### src/design/dgs_consts.svh
`ifndef DGS_CONSTS_SVH
`define DGS_CONSTS_SVH

// register indices; byte address is four times the index
`define DGS_IDX_LIVE 4'h3
`define DGS_IDX_LOGGED 4'h4
`define DGS_IDX_CTRL 4'hA
`define DGS_IDX_CFG 4'hE
`define DGS_IDX_PGSET 5'h10
`define DGS_ADDR_W 7
// control register bits
`define DGS_CTRL_RAMP 0
`define DGS_CTRL_FSHUT 1
`define DGS_CTRL_RST 8'h00
// live status bits
`define DGS_LIVE_FET 0
`define DGS_LIVE_PG 1
`define DGS_LIVE_G1 2
`define DGS_LIVE_G2 3
// logged fault bits
`define DGS_LOG_FET 0
`define DGS_LOG_OC 1
// config register: fault delay field
`define DGS_CFG_DLY_LSB 0
`define DGS_CFG_DLY_W 4
`define DGS_CFG_RST 8'h0F
`define DGS_PGSET_RST 8'h00
`define DGS_PGSET_SEQ_MASK 8'h0F
// timing
`define DGS_CLK_MHZ 10
`define DGS_PG_DELAY_US 20
`define DGS_FET_STEP_MS 1

`endif

### src/design/dgs_pkg.sv
package dgs_pkg;
    // mode pin as decoded by the external selector comparators
    typedef enum logic [1:0] {
        DGS_MODE_PAR = 2'b00,
        DGS_MODE_HIGH = 2'b01,
        DGS_MODE_LOW = 2'b10,
        DGS_MODE_OPEN = 2'b11
    } dgs_mode_t;

    typedef enum logic [1:0] {
        DGS_ST_OFF = 2'b00,
        DGS_ST_G1 = 2'b01,
        DGS_ST_G2 = 2'b10,
        DGS_ST_PG = 2'b11
    } dgs_state_t;

    // comparator outputs, all asynchronous to clk
    typedef struct packed {
        logic fet_on;
        logic first_gate_drive_high;
        logic second_gate_drive_high;
        logic sense_a_low;
        logic vout_high;
        logic acl1;
        logic acl2;
        logic timer_trip;
    } dgs_cmp_t;
endpackage : dgs_pkg

### src/design/dgs_sequencer.sv
// The address map and register access over Avalon-MM were chosen for this implementation.
`timescale 1ns/10ps
`include "dgs_consts.svh"
// How it works
// (RULE1) mode pin at input supply selects high-stress staged sequence.
// (RULE2) at start, first gate drives on while second gate stays off.
// (RULE3) control bit picks voltage-ramp or current-limit inrush start.
// (RULE4) second gate on once first gate enhanced and sense_a low.
// (RULE5) power-good latches after second gate enhanced, sense_a low, output high.
// (RULE6) after delays, power-good outputs assert in order when setup bits zero.
// (RULE7) high-stress: second gate drops on first gate off/limit/low or sense_a high.
// (RULE8) high-stress: limit on first gate runs timer pull-up; trip ends with fault.
// (RULE9) high-stress: either gate low sets live fault flag and starts timer.
// (RULE10) fault timer expiry logs fault; shuts gates if shutdown enabled.
// (RULE11) mode pin at internal supply selects low-stress, same turn-on order.
// (RULE12) low-stress: second gate drops only with first gate; both limit together.
// (RULE13) low-stress: fault flag and timer use the parallel-mode condition.
// (RULE14) fault timer length comes from config field; software sets it long.
// (RULE15) low-stress ramp start: pull-up off unless first gate limits.
// (RULE16) low-stress after power-good: pull-up only when both gates limit.
// (RULE17) low-stress limit start: pull-up on in startup, scaled by foldback.
// (RULE18) pull-up follows first channel dissipation only, even with gate two on; low-stress uses both limits after power-good, held on in limit start.
// (RULE19) parallel condition: both gates low, or one low and not limiting.
// (RULE20) all comparator inputs pass a two-flop synchroniser first.
module dgs_sequencer #(
    parameter int FET_STEP_CYCLES = `DGS_FET_STEP_MS * 1000 * `DGS_CLK_MHZ,
    parameter int PG_DELAY_CYCLES = `DGS_PG_DELAY_US * `DGS_CLK_MHZ
) (
    // clock and reset
    input wire logic clk,
    input wire logic rst_n,
    // pins and comparators
    input wire dgs_pkg::dgs_mode_t mode_sel,
    input wire dgs_pkg::dgs_cmp_t cmp_in,
    // gate and timer drive
    output logic first_gate_drive,
    output logic second_gate_drive,
    output logic timer_pullup_en,
    output logic timer_foldback_scale,
    // power good
    output logic power_good_internal,
    output logic power_good_out_first,
    output logic power_good_out_second,
    // avalon-mm slave
    input wire logic [`DGS_ADDR_W-1:0] avs_address,
    input wire logic avs_read,
    input wire logic avs_write,
    input wire logic [31:0] avs_writedata,
    output logic [31:0] avs_readdata,
    output logic avs_waitrequest
);
    import dgs_pkg::*;

    ////////////////////////////////////////////////////////////////////////
    // synchronisers
    dgs_cmp_t cmp_meta;
    dgs_cmp_t cmp;
    dgs_mode_t mode_meta;
    dgs_mode_t mode;

    // (RULE20) two-flop synchronisers
    always_ff @(posedge clk) begin
        if (!rst_n) begin
            cmp_meta <= '0;
            cmp <= '0;
            mode_meta <= DGS_MODE_PAR;
            mode <= DGS_MODE_PAR;
        end else begin
            cmp_meta <= cmp_in;
            cmp <= cmp_meta;
            mode_meta <= mode_sel;
            mode <= mode_meta;
        end
    end

    // (RULE1) mode decode
    logic hs;
    logic ls;
    assign hs = (mode == DGS_MODE_HIGH);
    // (RULE11) mode decode
    assign ls = (mode == DGS_MODE_LOW);

    ////////////////////////////////////////////////////////////////////////
    // registers
    logic [7:0] ctrl;
    logic [7:0] cfg;
    logic [7:0] pg_setup;
    logic [1:0] logged;
    logic [7:0] live;
    logic acc;
    logic wr_acc;
    logic fet_live;
    logic fet_expire;
    logic oc_trip;

    function automatic logic hit(input logic [`DGS_ADDR_W-1:0] a, input logic [4:0] idx);
        hit = (a == {idx, 2'b00});
    endfunction : hit

    assign acc = (avs_read || avs_write) && avs_waitrequest;
    assign wr_acc = avs_write && !avs_waitrequest;

    // one wait cycle per request, then a single-cycle acknowledge
    always_ff @(posedge clk) begin
        if (!rst_n) begin
            avs_waitrequest <= 1'b1;
        end else begin
            avs_waitrequest <= !acc;
        end
    end

    always_ff @(posedge clk) begin
        if (!rst_n) begin
            ctrl <= `DGS_CTRL_RST;
            cfg <= `DGS_CFG_RST;
            pg_setup <= `DGS_PGSET_RST;
        end else if (wr_acc) begin
            if (hit(avs_address, {1'b0, `DGS_IDX_CTRL})) begin
                ctrl <= avs_writedata[7:0];
            end
            if (hit(avs_address, {1'b0, `DGS_IDX_CFG})) begin
                cfg <= avs_writedata[7:0];
            end
            if (hit(avs_address, `DGS_IDX_PGSET)) begin
                pg_setup <= avs_writedata[7:0];
            end
        end
    end

    // logged faults: write one to clear, a new event wins over the clear
    logic [1:0] log_clr;
    assign log_clr = (wr_acc && hit(avs_address, {1'b0, `DGS_IDX_LOGGED})) ? avs_writedata[1:0] : 2'b00;

    always_ff @(posedge clk) begin
        if (!rst_n) begin
            logged <= 2'b00;
        end else begin
            // (RULE10) log on expiry
            logged[`DGS_LOG_FET] <= fet_expire || (logged[`DGS_LOG_FET] && !log_clr[`DGS_LOG_FET]);
            // (RULE8) overcurrent log
            logged[`DGS_LOG_OC] <= oc_trip || (logged[`DGS_LOG_OC] && !log_clr[`DGS_LOG_OC]);
        end
    end

    // unmapped addresses read zero and ignore writes
    always_ff @(posedge clk) begin
        if (!rst_n) begin
            avs_readdata <= 32'h0000_0000;
        end else if (acc) begin
            avs_readdata <= 32'h0000_0000;
            if (hit(avs_address, {1'b0, `DGS_IDX_LIVE})) begin
                avs_readdata[7:0] <= live;
            end
            if (hit(avs_address, {1'b0, `DGS_IDX_LOGGED})) begin
                avs_readdata[1:0] <= logged;
            end
            if (hit(avs_address, {1'b0, `DGS_IDX_CTRL})) begin
                avs_readdata[7:0] <= ctrl;
            end
            if (hit(avs_address, {1'b0, `DGS_IDX_CFG})) begin
                avs_readdata[7:0] <= cfg;
            end
            if (hit(avs_address, `DGS_IDX_PGSET)) begin
                avs_readdata[7:0] <= pg_setup;
            end
        end
    end

    ////////////////////////////////////////////////////////////////////////
    // gate sequence
    dgs_state_t state;
    dgs_state_t next_state;
    logic fault_hold;
    logic run_ok;
    logic g2_drop;

    // a logged overcurrent, or a logged transistor fault with shutdown, keeps gates off until cleared
    assign fault_hold = logged[`DGS_LOG_OC] || (logged[`DGS_LOG_FET] && ctrl[`DGS_CTRL_FSHUT]);
    assign run_ok = cmp.fet_on && (hs || ls) && !fault_hold;
    assign oc_trip = (state != DGS_ST_OFF) && cmp.timer_trip;
    // (RULE7) second gate protection
    assign g2_drop = hs && (!cmp.first_gate_drive_high || cmp.acl1 || !cmp.sense_a_low);

    always_comb begin
        next_state = state;
        case (state)
            // (RULE2) first gate first
            DGS_ST_OFF: begin
                if (run_ok) begin
                    next_state = DGS_ST_G1;
                end
            end
            // (RULE4) second gate after enhancement
            DGS_ST_G1: begin
                if (cmp.first_gate_drive_high && cmp.sense_a_low && !g2_drop) begin
                    next_state = DGS_ST_G2;
                end
            end
            // (RULE5) latch power good
            DGS_ST_G2: begin
                if (g2_drop) begin
                    next_state = DGS_ST_G1;
                end else if (cmp.second_gate_drive_high && cmp.sense_a_low && cmp.vout_high) begin
                    next_state = DGS_ST_PG;
                end
            end
            // (RULE12) low-stress keeps gate two with gate one
            DGS_ST_PG: begin
                if (g2_drop) begin
                    next_state = DGS_ST_G1;
                end
            end
            default: next_state = DGS_ST_OFF;
        endcase
        // (RULE8) trip and shutdown override
        if (!run_ok || oc_trip || fet_expire && ctrl[`DGS_CTRL_FSHUT]) begin
            next_state = DGS_ST_OFF;
        end
    end

    always_ff @(posedge clk) begin
        if (!rst_n) begin
            state <= DGS_ST_OFF;
        end else begin
            state <= next_state;
        end
    end

    always_ff @(posedge clk) begin
        if (!rst_n) begin
            first_gate_drive <= 1'b0;
            second_gate_drive <= 1'b0;
        end else begin
            first_gate_drive <= (next_state != DGS_ST_OFF);
            second_gate_drive <= (next_state == DGS_ST_G2) || (next_state == DGS_ST_PG);
        end
    end

    // internal power good stays latched until the gates turn off
    always_ff @(posedge clk) begin
        if (!rst_n) begin
            power_good_internal <= 1'b0;
        end else if (next_state == DGS_ST_OFF) begin
            power_good_internal <= 1'b0;
        end else if (next_state == DGS_ST_PG) begin
            power_good_internal <= 1'b1;
        end
    end

    ////////////////////////////////////////////////////////////////////////
    // breaker timer pull-up; channel one current limit feeds it, except low-stress after power good (both limits needed) and low-stress limit start (held on)
    logic ramp_inrush_select;
    logic ls_climit_start;
    assign ramp_inrush_select = ctrl[`DGS_CTRL_RAMP];
    // (RULE3) inrush mode choice
    assign ls_climit_start = ls && !ramp_inrush_select && !power_good_internal && (state != DGS_ST_OFF);

    always_ff @(posedge clk) begin
        if (!rst_n) begin
            timer_pullup_en <= 1'b0;
            timer_foldback_scale <= 1'b0;
        end else begin
            timer_pullup_en <= 1'b0;
            timer_foldback_scale <= ls_climit_start;
            if (state != DGS_ST_OFF) begin
                // (RULE18) channel one only
                if (hs) begin
                    timer_pullup_en <= cmp.acl1;
                end else if (ls && power_good_internal) begin
                    // (RULE16) both gates limiting
                    timer_pullup_en <= cmp.acl1 && cmp.acl2;
                end else if (ls_climit_start) begin
                    // (RULE17) on during start, scaled
                    timer_pullup_en <= 1'b1;
                end else if (ls) begin
                    // (RULE15) ramp start, only on limit
                    timer_pullup_en <= cmp.acl1;
                end
            end
        end
    end

    ////////////////////////////////////////////////////////////////////////
    // transistor fault detection and timer
    logic [31:0] fet_cnt;
    logic [31:0] fet_limit;
    logic bad_hs;
    logic bad_ls;

    // (RULE9) either gate low
    assign bad_hs = hs && (!cmp.first_gate_drive_high || !cmp.second_gate_drive_high);
    // (RULE13) parallel-style condition
    // (RULE19) both low, or one low without limit
    assign bad_ls = ls && ((!cmp.first_gate_drive_high && !cmp.second_gate_drive_high) || (!cmp.first_gate_drive_high && !cmp.acl1)
                    || (!cmp.second_gate_drive_high && !cmp.acl2));
    assign fet_live = (state != DGS_ST_OFF) && (bad_hs || bad_ls);
    // (RULE14) delay from config field
    assign fet_limit = 32'(cfg[`DGS_CFG_DLY_LSB +: `DGS_CFG_DLY_W]) * 32'(FET_STEP_CYCLES);
    assign fet_expire = fet_live && (fet_cnt >= fet_limit) && (fet_cnt != 32'hFFFF_FFFF);

    always_ff @(posedge clk) begin
        if (!rst_n) begin
            fet_cnt <= 32'h0000_0000;
        end else if (!fet_live) begin
            fet_cnt <= 32'h0000_0000;
        end else if (fet_expire) begin
            fet_cnt <= 32'hFFFF_FFFF;
        end else if (fet_cnt != 32'hFFFF_FFFF) begin
            fet_cnt <= fet_cnt + 32'h0000_0001;
        end
    end

    always_ff @(posedge clk) begin
        if (!rst_n) begin
            live <= 8'h00;
        end else begin
            live <= 8'h00;
            live[`DGS_LIVE_FET] <= fet_live;
            live[`DGS_LIVE_PG] <= power_good_internal;
            live[`DGS_LIVE_G1] <= first_gate_drive;
            live[`DGS_LIVE_G2] <= second_gate_drive;
        end
    end

    ////////////////////////////////////////////////////////////////////////
    // sequential power-good outputs
    logic [31:0] pg_cnt;
    logic pg_seq;
    assign pg_seq = ((pg_setup & `DGS_PGSET_SEQ_MASK) == 8'h00) && power_good_internal;

    // (RULE6) delayed, in order
    always_ff @(posedge clk) begin
        if (!rst_n) begin
            pg_cnt <= 32'h0000_0000;
            power_good_out_first <= 1'b0;
            power_good_out_second <= 1'b0;
        end else if (!pg_seq) begin
            pg_cnt <= 32'h0000_0000;
            power_good_out_first <= 1'b0;
            power_good_out_second <= 1'b0;
        end else if (!power_good_out_second) begin
            if (pg_cnt == 32'(PG_DELAY_CYCLES - 1)) begin
                pg_cnt <= 32'h0000_0000;
                power_good_out_first <= 1'b1;
                power_good_out_second <= power_good_out_first;
            end else begin
                pg_cnt <= pg_cnt + 32'h0000_0001;
            end
        end
    end
endmodule : dgs_sequencer

### config.mk
export PLATFORM = sky130hd
export DESIGN_NAME = dgs_sequencer
export DESIGN_NICKNAME = d
export VERILOG_FILES = /design/src/design/dgs_pkg.sv /design/src/design/dgs_sequencer.sv
export VERILOG_INCLUDE_DIRS = /design/src /design/src/design
export SDC_FILE = /design/constraint.sdc
export NUM_CORES = 1
export LEC_CHECK = 0
export ABC_AREA = 1
export BUFFER_PORTS_ARGS = -buffer_cell sky130_fd_sc_hd__buf_2
export CAP_MARGIN = 15
export CORE_MARGIN = 2
export CORE_UTILIZATION = 35
export DETAILED_ROUTE_END_ITERATION = 8
export GPL_TIMING_DRIVEN = 0
export HOLD_SLACK_MARGIN = 0.1
export PLACE_DENSITY = 0.61
export SETUP_SLACK_MARGIN = 0.1
export SLEW_MARGIN = 10
export SYNTH_ARGS = -nofsm -noshare
export SYNTH_HDL_FRONTEND = slang
export SYNTH_SLANG_ARGS = --single-unit
### constraint.sdc
create_clock -name clk -period 3.76 [get_ports clk]
set_input_delay 0.376 -clock clk [delete_from_list [all_inputs] [get_ports clk]]
set_output_delay 0.376 -clock clk [all_outputs]
set_load 0.02 [all_outputs]
==> run summary, run 1 <==
Clock input transition at the sequential cells of the worst setup and hold paths -> 0.06 ns
Core area -> 18900 µm²
Post-DRT Antenna Nets -> 0
Worst Setup Path Type -> reg2reg
Routed wl met3 -> 813 µm
H-tree depth -> 4
Global placer's final weighted congestion -> 0.843
Area after DPL -> 7420 µm²
Top post-synthesis cells by area -> dfxtp_1 (39%), nand2_1 (11%), inv_1 (7.0%)
DR vias -> 6047
Crit path DAT -> 3.79 ns
Slew HR -> 50.0%
Drt total wl -> 16300 µm
Clock Sink Count -> 132
Die Height -> 143 µm
Setup_tns -> 0 ns
Fmax -> 0.288 GHz
Endpoint type of the worst setup path -> flop
Clock Tree Root -> clkbuf_16
Die footprint -> 20500 µm²
Post-route design area -> 8220 µm²
Wire length on met2 -> 7170 µm
Ys flop type -> dfxtp_1
PortBufs -> 43
Crit Path Max Fanout -> 6
Final slew viol count -> 0
Final HPWL DP -> 12100 µm
Least-Margin Pin Slew -> 0.744 ns
Max layer used -> met4
Synth Area per Inst -> 7.37 µm²
Post-Syn Area -> 6790 µm²
Startpoint types -> flop
Final Instance Count excl. Fillers -> 1287
Synth unique cells -> 49
Post-synth EDFFs -> 0
Pwr dens -> 378 nW/µm²
TritonRoute pass-1 iters -> 5
Clk buf depth -> 2
Post-synthesis async set-or-reset flop share -> 0%
RSZ-0062 raised after global routing -> no
Synth-to-layout area growth -> 21.1%
Reg2reg setup slack -> 0.28 ns
ANT cells -> 0
Fin crit share -> 92.5%
Post-layout minimum cycle time -> 3.48 ns
Met1 Wirelength -> 8140 µm
Fraction of layout cells with a size suffix above 1 -> 17.9%
Worst path required time -> 4.07 ns
Final Hold Viols -> 0
DRC -> 0
Initial DRC count -> 262
Starting Density -> 35.9%
Placed insts -> 1248
Synth Register Bits -> 132
Worst Hold Class -> in2reg
Num CTS Buffers -> 17
Fill cells -> 1965
Initial antenna violation count -> 0
First-pass GRT wire length -> 27100 µm
Register area share after synthesis -> 38.9%
Largest area contributor in the netlist -> dfxtp_1
CTS tree -> done
GRT Util Overall -> 16.5%
Maxcap violations -> 0
Largest net degree at the start of global routing -> 17
Via density -> 4.70
Yosys Warn Count -> 0
Global route total overflow -> 0
Mapped Cells -> 922
# nets final -> 1104
Die Wd -> 143 µm
IO Pins -> 93
Skew-Pair Late Insertion Delay -> 0.42 ns
Status -> completed
DR WL/cell -> 12.6 µm
Max VDD drop -> 0.262 mV
Total power -> 3.10 mW
Post-synth top area share -> 38.9%
Clk_skew -> 0.0124 ns
Site row count -> 50
Vias in the first global route -> 5622
Final setup fails -> 0
Leakage power -> 3.64 nW
[worst paths after layout]
path / from / to / cells past startpoint
setup / recovery: cfg[1] / fet_cnt[14] / 21
hold / removal: cmp_in[3] / cmp_meta[3] / 3
setup reg to reg: cfg[1] / fet_cnt[14] / 21
hold reg to reg: cmp_meta[1] / cmp[1] / 2
[placed cells by master, fill, tap and decap left out, types with 11 or more instances in the layout]
cell | synthesis | layout
a31oi_1 | 21 | 19
nor2_1 | 93 | 92
buf_4 | 26 | 35
xor2_1 | 17 | 17
nor3_1 | 23 | 21
a21oi_1 | 52 | 49
dfxtp_1 | 132 | 129
o21ai_0 | 38 | 35
nor4_1 | 11 | 11
inv_1 | 126 | 123
buf_2 | 6 | 47
nand3_1 | 39 | 36
conb_1 | 1 | 24
nand2_1 | 195 | 192
clkbuf_16 | 0 | 17
ha_1 | 32 | 27
nand4_1 | 26 | 26
[state kept, by name (all words and copies together) (netlist names)]
register / cells
cfg: 8
logged: 2
ctrl: 8
second_gate_drive: 1
power_good_out_second: 1
power_good_internal: 1
pg_setup: 8
mode_meta: 2
timer_foldback_scale: 1
cmp_meta: 8
state: 2
timer_pullup_en: 1
pg_cnt: 32
avs_readdata: 8
live: 4
avs_waitrequest: 1
cmp: 8
fet_cnt: 32
first_gate_drive: 1
mode: 2
power_good_out_first: 1
[timing repair]
action                                  in CTS  in global routing
cloned                                       1                  0
endpoints found under the setup margin      38                 38
hold buffers                                 0                  0
pin swaps                                    8                 23
setup buffers                                3                  5
resized for setup                           24                 18
[Yosys cell counts, types with 4 or more instances]
cell      count
nand2_1     195
buf_4        26
nor3b_1       4
xor2_1       17
nand2_2       4
o211ai_1      4
a21oi_1      52
nor2_4        6
dfxtp_1     132
or2_2         4
o21ai_0      38
nand3_1      39
nor2_2        5
o21ai_1       4
nor3_2        5
nor4_1       11
ha_1         32
nand4_1      26
buf_2         6
nand3b_1      4
nor3_1       23
clkbuf_1     10
inv_1       126
a31oi_1      21
nor2_1       93
[cell type report]
class	instances	area [µm²]	area share, %
timing repair buffer	52	308	3.74
clock inverter	12	108	1.31
sequential	132	2650	32.3
clock buffer	18	439	5.34
multi-input combinational	642	3620	44.0
tap	260	325	3.96
inverter	128	485	5.90
buffer	43	283	3.44
[metal layers]
layer / vias to the layer above / global-route usage (%)
li1: 3155 / -
met1: 2727 / 22.8
met2: 153 / 26.2
met3: 12 / 3.33
met4: 0 / 4.90
met5: - / 0
[worst max-delay path, cell delays in order, from the launching register on]
cell and delay, ns:
dfxtp_4 0.36, inv_4 0.05, fa_1 0.52, inv_1 0.06, ha_4 0.16, ha_4 0.23, a21oi_2 0.14, nand2_2 0.08
a21oi_2 0.13, o21ai_2 0.08, xor2_1 0.14, ha_1 0.31, a21o_1 0.18, nor2_1 0.10, nand3_1 0.09, nand2_1 0.09
nand3_2 0.12, nand2_4 0.14, buf_8 0.13, nand2_1 0.05, o21ai_1 0.14, inv_1 0.06
[through the flow]
step	hold WS, ns	utilization, %	worst slack (ns)
CTS	0.130	42.8	0.104
floorplan	0.390	-	0.139
finish	0.144	43.5	0.282
global route	0.145	43.5	0.0945
global placement	0.394	39.3	-0.396
detailed placement	0.401	39.3	-0.407
[cell families (layout without fill, tap and decap cells)]
| group | after synthesis | after routing | synth area share (%) |
|---|---|---|---|
| other cells | 1 | 24 | 0.0552 |
| compound gates | 130 | 130 | 10.6 |
| fa+ha+maj | 35 | 35 | 6.78 |
| flops | 132 | 132 | 38.9 |
| xor+xnor | 19 | 19 | 2.45 |
| buf+inv | 171 | 253 | 11.1 |
| simple gates | 433 | 433 | 29.9 |
| mux | 1 | 1 | 0.147 |
[where the power goes]
group / total [mW] / leakage (nW) / switching, mW / internal [mW]
clock: 1.56 / 0.265 / 0.640 / 0.920
combinational: 0.127 / 2.31 / 0.0805 / 0.0469
sequential: 1.42 / 1.07 / 0.00595 / 1.41
total: 3.10 / 3.64 / 0.726 / 2.38
No activity file was read; power rests on OpenSTA's default activity.
==> run 2, diff against run 1 <==
--- a/config.mk
+++ b/config.mk
@@ -6,7 +6,6 @@
 export SDC_FILE = /design/constraint.sdc
 export NUM_CORES = 1
 export LEC_CHECK = 0
-export ABC_AREA = 1
 export BUFFER_PORTS_ARGS = -buffer_cell sky130_fd_sc_hd__buf_2
 export CAP_MARGIN = 15
 export CORE_MARGIN = 2
==> run summary, run 2 <==
Status -> finished, violations left (was completed)
Failing checks -> negative setup slack
Footprint of the multi-input gates -> 3560 µm² (was 3620 µm²)
DP Worst Slack -> -0.400 ns (was -0.407 ns)
Final Hold Viols -> 0 (unchanged)
CP max stage delay -> 0.54 ns (was 0.52 ns)
TritonRoute pass-1 iters -> 5 (unchanged)
PortBufs -> 44 (was 43)
Maxcap violations -> 0 (unchanged)
Synth Area per Inst -> 9.11 µm² (was 7.37 µm²)
Register area share after synthesis -> 41.1% (was 38.9%)
Clock Tree Root -> clkbuf_16 (unchanged)
Leakage power -> 3.16 nW (was 3.64 nW)
Sequential cell area -> 2650 µm² (unchanged)
DR WL/cell -> 13.6 µm (was 12.6 µm)
# nets final -> 894 (was 1104)
CP delay by family, top -> adder cells (unchanged)
Fmax -> 0.257 GHz (was 0.288 GHz)
Setup_tns -> -2.34 ns (was 0 ns)
Post-route design area -> 7950 µm² (was 8220 µm²)
Largest net degree at the start of global routing -> 17 (unchanged)
Synth Area in Compound Gates -> 11.0% (was 10.6%)
Total power -> 3.27 mW (was 3.10 mW)
Largest area contributor in the netlist -> dfxtp_1 (unchanged)
Hold slack -> 0.161 ns (was 0.144 ns)
Num CTS Buffers -> 17 (unchanged)
Fin crit share -> 104% (was 92.5%)
Vias in the first global route -> 4793 (was 5622)
Slew HR -> 45.3% (was 50.0%)
Synth-to-layout area growth -> 23.8% (was 21.1%)
Area after DPL -> 7040 µm² (was 7420 µm²)
Post-Syn Area -> 6420 µm² (was 6790 µm²)
Yosys Warn Count -> 0 (unchanged)
Worst Hold Class -> in2reg (unchanged)
Clk buf depth -> 2 (unchanged)
Crit Path Max Fanout -> 7 (was 6)
Top-count cell post-synth -> dfxtp_1 (was nand2_1)
ANT cells -> 0 (unchanged)
Worst Setup Path Type -> reg2reg (unchanged)
Core area -> 18000 µm² (was 18900 µm²)
Mapped Cells -> 705 (was 922)
Post-DRT Antenna Nets -> 0 (unchanged)
Final setup fails -> 36 (was 0)
H-tree depth -> 4 (unchanged)
Worst path required time -> 4.06 ns (was 4.07 ns)
Final HPWL DP -> 10100 µm (was 12100 µm)
Post-synth top area share -> 41.1% (was 38.9%)
RSZ-0062 raised after global routing -> yes (was no)
CTS tree -> done (unchanged)
Max VDD drop -> 0.273 mV (was 0.262 mV)
Setup ws final -> -0.132 ns (was 0.282 ns)
Fill cells -> 1752 (was 1965)
Largest family of logic cells by synthesized area -> simple AND/OR/NAND/NOR gates (unchanged)
Util after Layout -> 44.3% (was 43.5%)
Crit path DAT -> 4.19 ns (was 3.79 ns)
Post-synthesis mux area share -> 3.62% (was 0.147%)
Worst-path cell chain -> inv_4, fa_1, inv_2, ha_4, ha_4, a21o_1, a21oi_2, o21ai_2, a21oi_2, buf_4, xnor2_2, ha_1, and4_1, nand4_1, o311ai_2, o21ai_2, buf_6, buf_6, o21a_1 (was inv_4, fa_1, inv_1, ha_4, ha_4, a21oi_2, nand2_2, a21oi_2, o21ai_2, xor2_1, ha_1, a21o_1, nor2_1, nand3_1, nand2_1, nand3_2, nand2_4, buf_8, nand2_1, o21ai_1, inv_1)
Placed insts -> 1001 (was 1248)
Ys flop type -> dfxtp_1 (unchanged)
Final slew viol count -> 0 (unchanged)
Synth unique cells -> 57 (was 49)
DR vias -> 5090 (was 6047)
Post-layout minimum cycle time -> 3.89 ns (was 3.48 ns)
Fraction of layout cells with a size suffix above 1 -> 21.4% (was 17.9%)
Global placer's final weighted congestion -> 0.848 (was 0.843)
First-pass GRT wire length -> 23800 µm (was 27100 µm)
Site row count -> 49 (was 50)
Skew-Pair Late Insertion Delay -> 0.42 ns (about the same)
Largest regs -> fet_cnt: 32 flops, pg_cnt: 32 flops (unchanged)
Die Wd -> 139 µm (was 143 µm)
Drt total wl -> 14300 µm (was 16300 µm)
Clock Sink Count -> 132 (unchanged)
Top post-synthesis cells by area -> dfxtp_1 (41%), ha_1 (6.2%), xor2_1 (3.5%) (was dfxtp_1 (39%), nand2_1 (11%), inv_1 (7.0%))
Clock input transition at the sequential cells of the worst setup and hold paths -> 0.06 ns (about the same)
GRT Util Overall -> 15.0% (was 16.5%)
Most common cell after layout, fill and taps aside -> dfxtp_1 (was nand2_1)
Die footprint -> 19400 µm² (was 20500 µm²)
DRC -> 0 (unchanged)
Global route total overflow -> 0 (unchanged)
Die Height -> 139 µm (was 143 µm)
Simple-Gate Fraction of Synth Area -> 23.0% (was 29.9%)
Least-Margin Pin Slew -> 0.813 ns (was 0.744 ns)
Initial antenna violation count -> 0 (unchanged)
Post-synth EDFFs -> 0 (unchanged)
Synth Area in XOR/XNOR -> 6.82% (was 2.45%)
Synth Register Bits -> 132 (unchanged)
Clk_skew -> 0.00624 ns (was 0.0124 ns)
Starting Density -> 35.8% (was 35.9%)
Max stage delay cell, worst path -> fa_1 (unchanged)
Crit path buffers/inverters -> 5 (was 4)
Most frequent cells in the layout -> dfxtp_1 (129), nor2_1 (55), nand2_1 (51), buf_2 (48), buf_4 (38) (was nand2_1 (192), dfxtp_1 (129), inv_1 (123), nor2_1 (92), a21oi_1 (49))
Adder-cell share of the synthesized area -> 7.17% (was 6.78%)
Endpoint type of the worst setup path -> flop (unchanged)
Initial DRC count -> 287 (was 262)
Post-synthesis async set-or-reset flop share -> 0% (unchanged)
Pwr dens -> 411 nW/µm² (was 378 nW/µm²)
Startpoint types -> flop (unchanged)
Final Instance Count excl. Fillers -> 1048 (was 1287)
IO Pins -> 93 (unchanged)
Via density -> 4.86 (was 4.70)
Most frequent cells after synthesis -> dfxtp_1 (132), nor2_1 (55), nand2_1 (51) (was nand2_1 (195), dfxtp_1 (132), inv_1 (126))
## run 2: timing repair
action	CTS	global route
buffers inserted	13	2
pin swaps	21	7
resized for setup	40	3
gates cloned	1	0
hold buffers	0	0
setup endpoints to repair	38	38
## run 2: worst paths after layout
kind	start	end	slack, ns	depth (start not counted)
setup reg to reg	cfg[1]	first_gate_drive	-0.13	19
hold / removal	cmp_in[7]	cmp_meta[7]	0.16	2
hold reg to reg	cmp_meta[4]	cmp[4]	0.43	1
setup / recovery	cfg[1]	first_gate_drive	-0.13	19
## run 2: cell families after synthesis
family	Yosys count
other	1
and+or+nand+nor	273
DFF	132
muxes	23
buffers and inverters	81
adders and majority gates	35
AOI/OAI and AO/OA	110
xor gates and xnor gates	50
## run 2: power breakdown
group / total, mW / leakage (nW) / switching, mW / internal [mW]
Combinational: 0.143 / 1.81 / 0.0836 / 0.0596
Sequential: 1.42 / 1.07 / 0.00696 / 1.41
Clock: 1.71 / 0.280 / 0.610 / 1.09
## run 2: area by class of cell
class / instances / share of cell area [%]
Buffer: 52 / 4.45
Inverter: 29 / 1.40
Clock inverter: 11 / 1.90
Sequential cell: 132 / 33.4
Clock buffer: 21 / 5.92
Tap cell: 229 / 3.60
Timing Repair Buffer: 59 / 4.58
Multi-Input combinational cell: 515 / 44.8
## run 2: per-layer routing
layer	up-vias	wire length (µm)	track usage [%]
met2	134	6410	23.1
met3	24	615	2.27
met4	0	280	6.86
li1	2618	-	-
met5	-	0	0
met1	2314	6960	20.8
